$ cat config.mk
export PLATFORM = sky130hd
export DESIGN_NAME = dfa_regs
export DESIGN_NICKNAME = d
export VERILOG_FILES = /design/src/core/dfa_ain_chan.v /design/src/core/dfa_regs.v
export VERILOG_INCLUDE_DIRS = /design/src /design/src/core
export SDC_FILE = /design/constraint.sdc
export NUM_CORES = 1
export LEC_CHECK = 0
export BUFFER_PORTS_ARGS = -buffer_cell sky130_fd_sc_hd__buf_2
export CORE_ASPECT_RATIO = 2
export CORE_MARGIN = 2
export CORE_UTILIZATION = 53
export CTS_CLUSTER_DIAMETER = 50
export DETAILED_ROUTE_END_ITERATION = 16
export HOLD_SLACK_MARGIN = 0.15
export PLACE_DENSITY = 0.87
export SLEW_MARGIN = 10
export SYNTH_ARGS = -nofsm -noshare
export SYNTH_HDL_FRONTEND = slang
export SYNTH_SLANG_ARGS = --single-unit
$ cat constraint.sdc
create_clock -name clk -period 5.5 [get_ports clk]
set_input_delay 1.375 -clock clk [delete_from_list [all_inputs] [get_ports clk]]
set_output_delay 1.375 -clock clk [all_outputs]
set_load 0.01 [all_outputs]
$ cat src/core/dfa_defs.vh
// constants for the drive flags and analog input register bank
`ifndef DFA_DEFS_VH
`define DFA_DEFS_VH

// object indices
`define DFA_IDX_DRIVE_FLAGS 16'h3212
`define DFA_IDX_ANALOG_IN 16'h3220
`define DFA_IDX_ANALOG_SEL 16'h3221
`define DFA_IDX_DIP_SW 16'h3225

// subindices
`define DFA_SUB_COUNT 8'h00
`define DFA_SUB_ONE 8'h01
`define DFA_SUB_TWO 8'h02
`define DFA_SUB_THREE 8'h03

// entry counts
`define DFA_DRIVE_FLAGS_COUNT 8'h03
`define DFA_ANALOG_COUNT 8'h02
`define DFA_DIP_COUNT 8'h01

// reset values
`define DFA_FLAG_RESET 8'h00
`define DFA_SEL_RESET 2'h0
`define DFA_READING_RESET 16'h0000
`define DFA_DIP_RESET 16'h0000

// flag encodings
`define DFA_FLAG_ON 8'h01
`define DFA_DIR_DEFAULT 8'h00
`define DFA_DIR_POSITIVE 8'h01
`define DFA_DIR_NEGATIVE 8'hff

// measurement select field
`define DFA_SEL_W 2
`define DFA_SEL_AIN1_BIT 0
`define DFA_SEL_AIN2_BIT 1

// scaling: full count of 1024 digits is 10 V or 20 mA
`define DFA_DIGITS_SHIFT 10
`define DFA_VOLT_FS_MV 16'h2710
`define DFA_CUR_FS_UA 16'h4e20

// auto setup states
`define DFA_AS_IDLE 2'h0
`define DFA_AS_DETECT 2'h1
`define DFA_AS_LOAD 2'h2
`define DFA_AS_RUN 2'h3

`endif

$ cat src/core/dfa_ain_chan.v
// one analog input channel: instantaneous reading and scaled value
`default_nettype none
`include "dfa_defs.vh"

module dfa_ain_chan
(
  input wire clk,
  input wire arst_n,
  input wire [15:0] raw_digits,
  input wire current_sel,
  output reg [15:0] reading_ff,
  output reg [31:0] scaled_ff
);

////////////////////////////////////////////////////////////////////////
// scaling of the current reading
wire signed [31:0] raw_ext;
wire signed [31:0] full_scale;
wire signed [31:0] product;
wire signed [31:0] nxt_scaled;

assign raw_ext = {{16{reading_ff[15]}}, reading_ff};
// voltage in mV or current in uA per full count
assign full_scale = current_sel ? {16'h0000, `DFA_CUR_FS_UA} : {16'h0000, `DFA_VOLT_FS_MV};
assign product = raw_ext * full_scale;
assign nxt_scaled = product >>> `DFA_DIGITS_SHIFT;

////////////////////////////////////////////////////////////////////////
// sample and scale every cycle
always @(posedge clk or negedge arst_n)
begin
  if (!arst_n)
  begin
    reading_ff <= `DFA_READING_RESET;
    scaled_ff <= 32'h00000000;
  end
  else
  begin
    reading_ff <= raw_digits;
    scaled_ff <= nxt_scaled;
  end
end

endmodule
`default_nettype wire

$ cat src/core/dfa_regs.v
// drive flags, analog inputs and dip switch object bank
// Function
// - legacy flag 0 and switched on: pwm duty fixed at half, no holding torque.
// - legacy flag 1 and switched on: controller drives pwm, holding torque built.
// - field override 0: built-in default field orientation applies.
// - field override 1: rotating field forced non-inverted, positive sense.
// - field override -1: rotating field forced inverted, negative sense.
// - keep-gains 0: auto setup detects motor type and loads matching preset.
// - keep-gains 1: auto setup uses stored gains and leaves them unmodified.
// - each analog input read as signed 16-bit read-only digit count.
// - voltage mode: 1024 digits correspond to 10 volts.
// - current mode: 1024 digits correspond to 20 milliamperes.
// - select bit 0 means voltage, 1 means current measurement.
// - select bit 0 configures input 1, bit 1 configures input 2.
// - dip switches sampled once at restart, held until next restart.
// - field override write applies only after restart; auto setup then needed.
`default_nettype none
`include "dfa_defs.vh"

module dfa_regs
#(
  parameter PWM_W = 10
)
(
  input wire clk,
  input wire arst_n,
  input wire od_req,
  input wire od_wr,
  input wire [15:0] od_index,
  input wire [7:0] od_subindex,
  input wire [31:0] od_wdata,
  output reg od_ack_ff,
  output reg od_err_ff,
  output reg [31:0] od_rdata_ff,
  input wire ctrl_restart,
  input wire state_switched_on,
  input wire [PWM_W-1:0] ctrl_duty,
  output reg [PWM_W-1:0] pwm_duty_ff,
  output reg holding_torque_ff,
  input wire fw_default_invert,
  output reg field_invert_ff,
  output reg autosetup_required_ff,
  input wire autosetup_start,
  input wire motor_is_bldc,
  input wire autosetup_run_done,
  output reg autosetup_busy_ff,
  output reg autosetup_use_stored_ff,
  output reg preset_load_ff,
  output reg preset_bldc_ff,
  output reg gain_write_protect_ff,
  output reg autosetup_done_ff,
  input wire [15:0] ain1_raw,
  input wire [15:0] ain2_raw,
  output reg input_one_current_select,
  output reg input_two_current_select,
  output wire [31:0] ain1_scaled,
  output wire [31:0] ain2_scaled,
  input wire [15:0] dip_sw,
  output reg [15:0] dip_snapshot_ff
);

////////////////////////////////////////////////////////////////////////
// declarations
localparam [PWM_W-1:0] PWM_HALF = {1'b1, {(PWM_W-1){1'b0}}};

reg [7:0] legacy_power_ff;
reg [7:0] field_dir_ff;
reg [7:0] field_dir_applied_ff;
reg [7:0] keep_gains_ff;
reg [`DFA_SEL_W-1:0] meas_sel_ff;
reg restart_ff;
reg [1:0] as_state_ff;
reg [1:0] nxt_as_state;
reg nxt_preset_load;
reg nxt_preset_bldc;
reg nxt_use_stored;
reg nxt_as_done;
reg [31:0] nxt_rdata;
reg nxt_err;
wire restart_evt;
wire wr_evt;
wire [15:0] reading_one;
wire [15:0] reading_two;
wire [1:0] chan_sel;
wire [31:0] chan_scaled [0:1];
wire [15:0] chan_reading [0:1];
wire [15:0] chan_raw [0:1];
wire legacy_on;
wire keep_on;
wire field_invert_nxt;

////////////////////////////////////////////////////////////////////////
// decode helpers
function [31:0] sext8;
  input [7:0] v;
  begin
    sext8 = {{24{v[7]}}, v};
  end
endfunction

function [31:0] sext16;
  input [15:0] v;
  begin
    sext16 = {{16{v[15]}}, v};
  end
endfunction

function hit;
  input [15:0] idx;
  input [7:0] sub;
  input [15:0] want_idx;
  input [7:0] want_sub;
  begin
    hit = (idx == want_idx) && (sub == want_sub);
  end
endfunction

////////////////////////////////////////////////////////////////////////
// analog channels
assign chan_sel[0] = meas_sel_ff[`DFA_SEL_AIN1_BIT];
assign chan_sel[1] = meas_sel_ff[`DFA_SEL_AIN2_BIT];
assign chan_raw[0] = ain1_raw;
assign chan_raw[1] = ain2_raw;

genvar gi;
generate
  for (gi = 0; gi < 2; gi = gi + 1)
  begin : g_chan
    dfa_ain_chan u_chan
    (
      .clk(clk),
      .arst_n(arst_n),
      .raw_digits(chan_raw[gi]),
      .current_sel(chan_sel[gi]),
      .reading_ff(chan_reading[gi]),
      .scaled_ff(chan_scaled[gi])
    );
  end
endgenerate

assign reading_one = chan_reading[0];
assign reading_two = chan_reading[1];
assign ain1_scaled = chan_scaled[0];
assign ain2_scaled = chan_scaled[1];

////////////////////////////////////////////////////////////////////////
// restart: the cycle after reset release, or a controller restart
assign restart_evt = restart_ff | ctrl_restart;

always @(posedge clk or negedge arst_n)
begin
  if (!arst_n)
  begin
    restart_ff <= 1'b1;
    dip_snapshot_ff <= `DFA_DIP_RESET;
    field_dir_applied_ff <= `DFA_DIR_DEFAULT;
  end
  else
  begin
    restart_ff <= 1'b0;
    if (restart_evt)
    begin
      dip_snapshot_ff <= dip_sw;
      field_dir_applied_ff <= field_dir_ff;
    end
  end
end

////////////////////////////////////////////////////////////////////////
// object writes
assign wr_evt = od_req && od_wr;

always @(posedge clk or negedge arst_n)
begin
  if (!arst_n)
  begin
    legacy_power_ff <= `DFA_FLAG_RESET;
    field_dir_ff <= `DFA_FLAG_RESET;
    keep_gains_ff <= `DFA_FLAG_RESET;
    meas_sel_ff <= `DFA_SEL_RESET;
  end
  else if (wr_evt)
  begin
    if (hit(od_index, od_subindex, `DFA_IDX_DRIVE_FLAGS, `DFA_SUB_ONE))
    begin
      legacy_power_ff <= od_wdata[7:0];
    end
    else if (hit(od_index, od_subindex, `DFA_IDX_DRIVE_FLAGS, `DFA_SUB_TWO))
    begin
      field_dir_ff <= od_wdata[7:0];
    end
    else if (hit(od_index, od_subindex, `DFA_IDX_DRIVE_FLAGS, `DFA_SUB_THREE))
    begin
      keep_gains_ff <= od_wdata[7:0];
    end
    else if (hit(od_index, od_subindex, `DFA_IDX_ANALOG_SEL, `DFA_SUB_COUNT))
    begin
      meas_sel_ff <= od_wdata[`DFA_SEL_W-1:0];
    end
  end
end

////////////////////////////////////////////////////////////////////////
// object reads and abort decode
always @*
begin
  nxt_rdata = 32'h00000000;
  nxt_err = 1'b0;
  if (hit(od_index, od_subindex, `DFA_IDX_DRIVE_FLAGS, `DFA_SUB_COUNT))
  begin
    nxt_rdata = {24'h000000, `DFA_DRIVE_FLAGS_COUNT};
    nxt_err = od_wr;
  end
  else if (hit(od_index, od_subindex, `DFA_IDX_DRIVE_FLAGS, `DFA_SUB_ONE))
  begin
    nxt_rdata = sext8(legacy_power_ff);
  end
  else if (hit(od_index, od_subindex, `DFA_IDX_DRIVE_FLAGS, `DFA_SUB_TWO))
  begin
    nxt_rdata = sext8(field_dir_ff);
  end
  else if (hit(od_index, od_subindex, `DFA_IDX_DRIVE_FLAGS, `DFA_SUB_THREE))
  begin
    nxt_rdata = sext8(keep_gains_ff);
  end
  else if (hit(od_index, od_subindex, `DFA_IDX_ANALOG_IN, `DFA_SUB_COUNT))
  begin
    nxt_rdata = {24'h000000, `DFA_ANALOG_COUNT};
    nxt_err = od_wr;
  end
  else if (hit(od_index, od_subindex, `DFA_IDX_ANALOG_IN, `DFA_SUB_ONE))
  begin
    nxt_rdata = sext16(reading_one);
    nxt_err = od_wr;
  end
  else if (hit(od_index, od_subindex, `DFA_IDX_ANALOG_IN, `DFA_SUB_TWO))
  begin
    nxt_rdata = sext16(reading_two);
    nxt_err = od_wr;
  end
  else if (hit(od_index, od_subindex, `DFA_IDX_ANALOG_SEL, `DFA_SUB_COUNT))
  begin
    nxt_rdata = {{(32-`DFA_SEL_W){1'b0}}, meas_sel_ff};
  end
  else if (hit(od_index, od_subindex, `DFA_IDX_DIP_SW, `DFA_SUB_COUNT))
  begin
    nxt_rdata = {24'h000000, `DFA_DIP_COUNT};
    nxt_err = od_wr;
  end
  else if (hit(od_index, od_subindex, `DFA_IDX_DIP_SW, `DFA_SUB_ONE))
  begin
    nxt_rdata = {16'h0000, dip_snapshot_ff};
    nxt_err = od_wr;
  end
  else
  begin
    nxt_err = 1'b1;
  end
end

always @(posedge clk or negedge arst_n)
begin
  if (!arst_n)
  begin
    od_ack_ff <= 1'b0;
    od_err_ff <= 1'b0;
    od_rdata_ff <= 32'h00000000;
  end
  else
  begin
    od_ack_ff <= od_req;
    od_err_ff <= od_req & nxt_err;
    od_rdata_ff <= (od_req && !od_wr && !nxt_err) ? nxt_rdata : 32'h00000000;
  end
end

////////////////////////////////////////////////////////////////////////
// drive outputs: pwm, field direction, select bits
assign legacy_on = (legacy_power_ff == `DFA_FLAG_ON);
assign keep_on = (keep_gains_ff == `DFA_FLAG_ON);
assign field_invert_nxt = (field_dir_applied_ff == `DFA_DIR_POSITIVE) ? 1'b0 :
                          (field_dir_applied_ff == `DFA_DIR_NEGATIVE) ? 1'b1 :
                          fw_default_invert;

always @(posedge clk or negedge arst_n)
begin
  if (!arst_n)
  begin
    pwm_duty_ff <= PWM_HALF;
    holding_torque_ff <= 1'b0;
    field_invert_ff <= 1'b0;
    input_one_current_select <= 1'b0;
    input_two_current_select <= 1'b0;
  end
  else
  begin
    if (state_switched_on && !legacy_on)
    begin
      pwm_duty_ff <= PWM_HALF;
      holding_torque_ff <= 1'b0;
    end
    else
    begin
      pwm_duty_ff <= ctrl_duty;
      holding_torque_ff <= state_switched_on;
    end
    field_invert_ff <= field_invert_nxt;
    input_one_current_select <= meas_sel_ff[`DFA_SEL_AIN1_BIT];
    input_two_current_select <= meas_sel_ff[`DFA_SEL_AIN2_BIT];
  end
end

////////////////////////////////////////////////////////////////////////
// auto setup sequencer
always @*
begin
  nxt_as_state = as_state_ff;
  nxt_preset_load = 1'b0;
  nxt_preset_bldc = preset_bldc_ff;
  nxt_use_stored = autosetup_use_stored_ff;
  nxt_as_done = 1'b0;
  case (as_state_ff)
    `DFA_AS_IDLE:
    begin
      if (autosetup_start)
      begin
        if (keep_on)
        begin
          nxt_use_stored = 1'b1;
          nxt_as_state = `DFA_AS_RUN;
        end
        else
        begin
          nxt_use_stored = 1'b0;
          nxt_as_state = `DFA_AS_DETECT;
        end
      end
    end
    `DFA_AS_DETECT:
    begin
      nxt_preset_bldc = motor_is_bldc;
      nxt_as_state = `DFA_AS_LOAD;
    end
    `DFA_AS_LOAD:
    begin
      nxt_preset_load = 1'b1;
      nxt_as_state = `DFA_AS_RUN;
    end
    `DFA_AS_RUN:
    begin
      if (autosetup_run_done)
      begin
        nxt_as_done = 1'b1;
        nxt_as_state = `DFA_AS_IDLE;
      end
    end
    default:
    begin
      nxt_as_state = `DFA_AS_IDLE;
    end
  endcase
end

always @(posedge clk or negedge arst_n)
begin
  if (!arst_n)
  begin
    as_state_ff <= `DFA_AS_IDLE;
    preset_load_ff <= 1'b0;
    preset_bldc_ff <= 1'b0;
    autosetup_use_stored_ff <= 1'b0;
    autosetup_done_ff <= 1'b0;
    autosetup_busy_ff <= 1'b0;
    gain_write_protect_ff <= 1'b0;
    autosetup_required_ff <= 1'b0;
  end
  else
  begin
    as_state_ff <= nxt_as_state;
    preset_load_ff <= nxt_preset_load;
    preset_bldc_ff <= nxt_preset_bldc;
    autosetup_use_stored_ff <= nxt_use_stored;
    autosetup_done_ff <= nxt_as_done;
    autosetup_busy_ff <= (nxt_as_state != `DFA_AS_IDLE);
    gain_write_protect_ff <= (nxt_as_state != `DFA_AS_IDLE) && nxt_use_stored;
    if (restart_evt && (field_dir_ff != field_dir_applied_ff))
    begin
      autosetup_required_ff <= 1'b1;
    end
    else if (nxt_as_done)
    begin
      autosetup_required_ff <= 1'b0;
    end
  end
end

endmodule
`default_nettype wire

After elaboration in Yosys (flattened, before gate mapping)
Cells that the tools add are included.

word-level totals
  input port bits = 124
  bits in latches = 0
  bits in writable memories = 0
  bits in read-only memories = 0
  register bits after elaboration = 184
  word-level logic and storage cells = 115
  output and inout port bits = 135
  memories kept = 0

operators by class
  eq/ne operators = 15
  multiplexer cells = 39
  divide/modulo/power cells = 0
  bitwise operators = 5
  reduce and logical (&&, ||, !) cells = 27
  order comparisons = 0
  multipliers = 2
  shift operators = 0
  add/sub/neg operators = 0

operators with widths
  kind                  number
  $mux 32               8
  $eq 16x14->1 const B  4
  $mul 16x16->32        2
  $mux 16               3
  $eq 8x1->1 const B    4
  $mux 15               2
  $mux 1                21
  $eq 8x2->1 const B    2
  $logic_and 1x1->1     16
  $mux 10               1
  $eq 8x8->1 const B    1
  $logic_not 8->1       1
  $ne 8x8->1            1
  $pmux 2 s4            1
  $mux 2                3
  $reduce_and 5->1      1
  $eq 2x2->1 const B    2
  $reduce_and 4->1      1
  $reduce_bool 2->1     2
  $logic_not 1->1       3
  $not 1->1             3
  $reduce_and 3->1      1
  $eq 2x1->1 const B    1
  $logic_not 2->1       1
  3 further kinds       3

Depth between registers and ports, before layout
  depth in word-level cells = 15
  gate-level depth with buffers = 22
  mapped depth without buffers = 21

Modules after synthesis
A second synthesis with hierarchy kept.

second synthesis, totals
  cells, all modules = 1628
  area total of the unflattened synthesis = 16953.8 um2

modules (own cells, without submodules)
  module                            cells an instance  times used  seq. area each (um2)  area an instance (um2)
  dfa_ain_chan at g_chan[1].u_chan  599                1           950.9                 6177.2
  dfa_ain_chan at g_chan[0].u_chan  608                1           950.9                 6145.9
  dfa_regs                          421                1           2329.7                4630.7

Worst setup path before layout
No wires, ideal clock.

  path kind = register to register
  from = register meas_sel_ff[1], in the netlist chan_sel[1]
  to = register g_chan[1].u_chan.scaled_ff[21] (netlist name)
  data required time = 5354 ps
  stages on the path, launching flop included = 21
  setup slack = 138 ps
  period minus slack after synthesis = 5362 ps
  path buffers = 1
  library setup time = 146 ps
  arrival = 5216 ps
  cell sequence = dfrtp_1 > nand2b_1 > clkbuf_1 > inv_1 > ha_1 > fa_1 > fa_1 > fa_1 > inv_1 > fa_1 > inv_1 > ha_1 > ha_1 > a21o_1 > a21o_1 > a21o_1 > a21oi_1 > o21bai_1 > o31ai_1 > mux2i_1 > o311ai_0

on the way
  word-level cells in the longest chain between the ends = 2

ends and longest elaborated chain
  element                                 line               RTL
  from (decl)                             dfa_regs.v:70      reg [`DFA_SEL_W-1:0] meas_sel_ff;
  from (signal assigned)                  dfa_regs.v:180     meas_sel_ff <= `DFA_SEL_RESET;
  from (signal assigned)                  dfa_regs.v:198     meas_sel_ff <= od_wdata[`DFA_SEL_W-1:0];
  $mux 15                                 dfa_ain_chan.v:24  assign full_scale = current_sel ? {16'h0000, `DFA_CUR_FS_UA} : {16'h0000, `DFA_VOLT_FS_MV};
  $mul 16x16->32                          dfa_ain_chan.v:25  assign product = raw_ext * full_scale;
  named net g_chan[1].u_chan.product[31]  dfa_ain_chan.v:19  wire signed [31:0] product;

The timed path passes the listed nets, and every way through them passes these cells.
A chain may end at the register's enable or synchronous reset.

Final worst setup path
  from = register meas_sel_ff[0], in the netlist chan_sel[0]
  to = register g_chan[0].u_chan.scaled_ff[19]

on the way
  word-level cells in the longest chain between the ends = 2

ends and longest elaborated chain
  element                                 line               RTL
  $mux 15                                 dfa_ain_chan.v:24
  $mul 16x16->32                          dfa_ain_chan.v:25
  named net g_chan[0].u_chan.product[29]  dfa_ain_chan.v:19
  to (signal assigned)                    dfa_ain_chan.v:40  scaled_ff <= nxt_scaled;
  to (decl)                               dfa_ain_chan.v:12  output reg [31:0] scaled_ff

The timed path passes the listed nets, and every way through them passes these cells.

==> results.yml <==
run_status:
  violations: "setup timing"
  outcome: "complete, but fails checks"
power_and_ir_drop:
  power.leakage_nw: 10.8
  power_density_nw_per_um2: 521
  max-vdd-ir-drop_uv: 518
timing:
  period_share: 1.02
  worst_pin_slew_ps: 763
  fin_skew_ps: 17.7
  setup_viol_count_final: 3
  relSlewSlack: 0.491
  hold_viol: 0
  maxSlewViolCount: 0
  fmax_mhz: 178
  whs_ps: 502
  rsz0062_at_grt: "yes"
  tns_ps: -263
  min_period_ps: 5630
  layout_setup_ws_ps: -127
yosys:
  synthArstFlopShare: 1.00
  syn_area_per_cell_um2: 10.4
  synthesis.area_um2: 16700
  yosysWarningCount: 0
  syn-instance-count: 1600
  synth-seq-area-share: 0.254
  post_synth_num_cell_types: 70
  synth-edff-count: 0
  synth_flop_cell: "dfrtp_1"
  synth_seq_cells: 169
global_routing:
  grt_pass1_wl_mm: 69.3
  groute.usage.overall: 0.280
  grt_max_degree: 92
  grt_overflow_total: 0
  antenna_found_initial: 3
  grt_pass1_vias: 14300
critical_path:
  crit_path_top_delay_cell: "fa_2"
  critPathKind: "reg2reg"
  rr_worst_depth: 19
  crit_family: "adder cells"
  cp.depth: 19
  crit_end: "g_chan[0].u_chan.scaled_ff[19]"
  cp_num_buf_inv: 4
  path_common_cell: "ha_4"
  worstReg2RegEnd: "g_chan[0].u_chan.scaled_ff[19]"
  worstReg2RegStart: "chan_sel[0]"
  cp-startpoint: "chan_sel[0]"
  critical_path.max_stage_delay_ps: 570
  cp_max_fo: 8
  end_kind: "flop"
  worstPathRequired_ps: 5890
  cp.arrival_ps: 6010
  r2r_slack_ps: -130
  crit_chain: "buf_12 -> nor2b_2 -> ha_4 -> fa_1 -> inv_1 -> fa_1 -> inv_2 -> fa_2 -> fa_2 -> ha_4 -> ha_4 -> or4_4 -> o21ai_2 -> nand3b_1 -> o211ai_1 -> buf_4 -> a211o_1 -> a21oi_2 -> xnor2_1"
  critPathLaunchType: "flop"
floorplanning:
  die_x_um: 129
  die_y_um: 255
  core_um2: 30900
  num_rows: 91
  start_util: 0.540
  die-area_um2: 33000
  num_io_pins: 259
finish:
  areaGrowthSynthToFinish_pct: 21.7
  layout_commonest_cell: "inv_1"
  final_cell_mix: "368 x inv_1, 233 x buf_2, 200 x fa_1"
  nFillCells: 2219
  drive_gt1_frac: 0.280
  final_nets: 2521
route:
  wirelength_mm: 44.7
  dr.pass1.iters: 5
  vias: 12600
  post-route-drc-count: 0
  wl_per_cell_um: 18.5
  initialDrtViolationCount: 461
  viasPerCell: 5.22
  drtAntennaViolNets: 0
hold_path:
  hold_path_class: "reg2reg"
clock_network:
  cts_buffers: 17
  cts_max_level: 4
  cts_tree: "built"
  holdBufCountCts: 0
  clock_latency_ps: 470
  clock_sinks: 169
  cts_root_buf: "clkbuf_16"
  clk_path_buf_depth: 2
  clk_pin_slew_worst_paths_ps: 80
placement:
  portBuffers: 234
  routabilityCongestion: 0.927
  place.detailed.hpwl_mm: 36.3
  dp_slack_ps: -380
run:
  cap_violations: 0
[sequential cells by signal, indices dropped and copies added, names as in the netlist, 8 cells and up]
name                      cells
dip_snapshot_ff              16
g_chan.u_chan.reading_ff     32
od_rdata_ff                  17
g_chan.u_chan.scaled_ff      44
field_dir_ff                  8
field_dir_applied_ff          8
keep_gains_ff                 8
pwm_duty_ff                  10
legacy_power_ff               8
[final cells by class]
| cell class | count | area (µm²) | area share |
|---|---|---|---|
| Sequential cell | 169 | 4230 | 0.209 |
| Antenna cell | 2 | 5.00 | 0.000247 |
| Clock buffer | 17 | 425 | 0.0210 |
| Clock inverter | 15 | 201 | 0.00994 |
| Multi-Input combinational cell | 1057 | 11300 | 0.557 |
| Timing Repair Buffer | 362 | 2190 | 0.108 |
| Inverter | 374 | 1400 | 0.0692 |
| Tap cell | 418 | 523 | 0.0258 |
[worst min-delay path: stages (launching register included)]
cell     delay (ps)
dfrtp_1         340
o21ai_0          70
nand2_1          60
[cells in the mapped netlist, types with 3 or more instances]
master     count  area share
or3_1          3      0.0011
o211ai_1       6      0.0027
or2_2         31       0.012
mux2_2        50       0.034
o21ai_0       30      0.0090
and3_1        10      0.0038
a221oi_1       8      0.0042
nor4_1         7      0.0026
buf_4         37       0.017
dfrtp_1      167        0.25
nand2b_1      10      0.0038
nor2_1        54       0.012
a21o_1        12      0.0054
inv_1        373       0.084
a2111oi_0      3      0.0016
nor2b_1       35       0.013
fa_1         206        0.25
nand2_1       41      0.0092
xor2_1        13      0.0068
o21bai_1       8      0.0036
ha_1         210        0.16
nand3_1       21      0.0063
a22oi_1       11      0.0050
o21a_1        12      0.0054
a21oi_1       49       0.015
buf_2          4      0.0012
xnor2_1       38       0.020
clkbuf_1      15      0.0034
nor3_1        16      0.0048
a211oi_1       5      0.0023
and4b_1        3      0.0018
and2_1        49       0.018
nand4_1        7      0.0026
o31ai_1        3      0.0014
a31oi_1        5      0.0019
a21boi_0       5      0.0023
[logic make-up after synthesis]
kind of cell	synth area share
DFF	0.254
AOI/OAI and AO/OA	0.0699
muxes	0.0350
and+or+nand+nor	0.103
buffers and inverters	0.106
adders and majority gates	0.405
other	0.000451
xor gates and xnor gates	0.0268
[per-stage QoR]
| step | total power [mW] | utilization | area, µm² | instances |
|---|---|---|---|---|
| 5_1_grt | 11.4 | 0.657 | 20300 | 2414 |
| 3_3_place_gp | 7.87 | 0.621 | 19200 | 2373 |
| 6_report | 10.6 | 0.657 | 20300 | 2414 |
| 3_5_place_dp | 8.19 | 0.621 | 19200 | 2373 |
| 2_1_floorplan | 5.92 | - | 16900 | 1657 |
| 4_1_cts | 9.89 | 0.647 | 20000 | 2410 |
[how the worst min path moves through the flow]
stage	slack [ps]	start	cells after the start	endpoint
after detailed placement	490	preset_bldc_ff	2	preset_bldc_ff
final	500	preset_bldc_ff	2	preset_bldc_ff
after floorplan	450	chan_sel[0]	0	input_one_current_select
after global placement	480	preset_bldc_ff	2	preset_bldc_ff
after global routing	540	as_state_ff[0]	1	preset_load_ff
after CTS	510	preset_bldc_ff	2	preset_bldc_ff
[power breakdown]
part	switching (mW)	internal, mW
Sequential	0.0962	1.54
Combinational	3.97	3.66
Clock	0.604	0.698
[layer usage]
| metal | vias to the layer above | part of all wire | track usage |
|---|---|---|---|
| met2 | 414 | 0.57 | 0.536 |
| met4 | 2 | 0.087 | 0.216 |
| met5 | - | 0.00027 | 0 |
| met3 | 194 | 0.037 | 0.0375 |
| met1 | 6247 | 0.31 | 0.256 |
| li1 | 5753 | - | - |
[repair_timing]
action                                  in CTS  in global routing
endpoints found under the setup margin      10                 15
pin swaps                                   14                 32
buffers inserted                             5                  3
cloned                                       0                  0
resized for setup                           32                 53
Power figures use the tool's default switching activity.
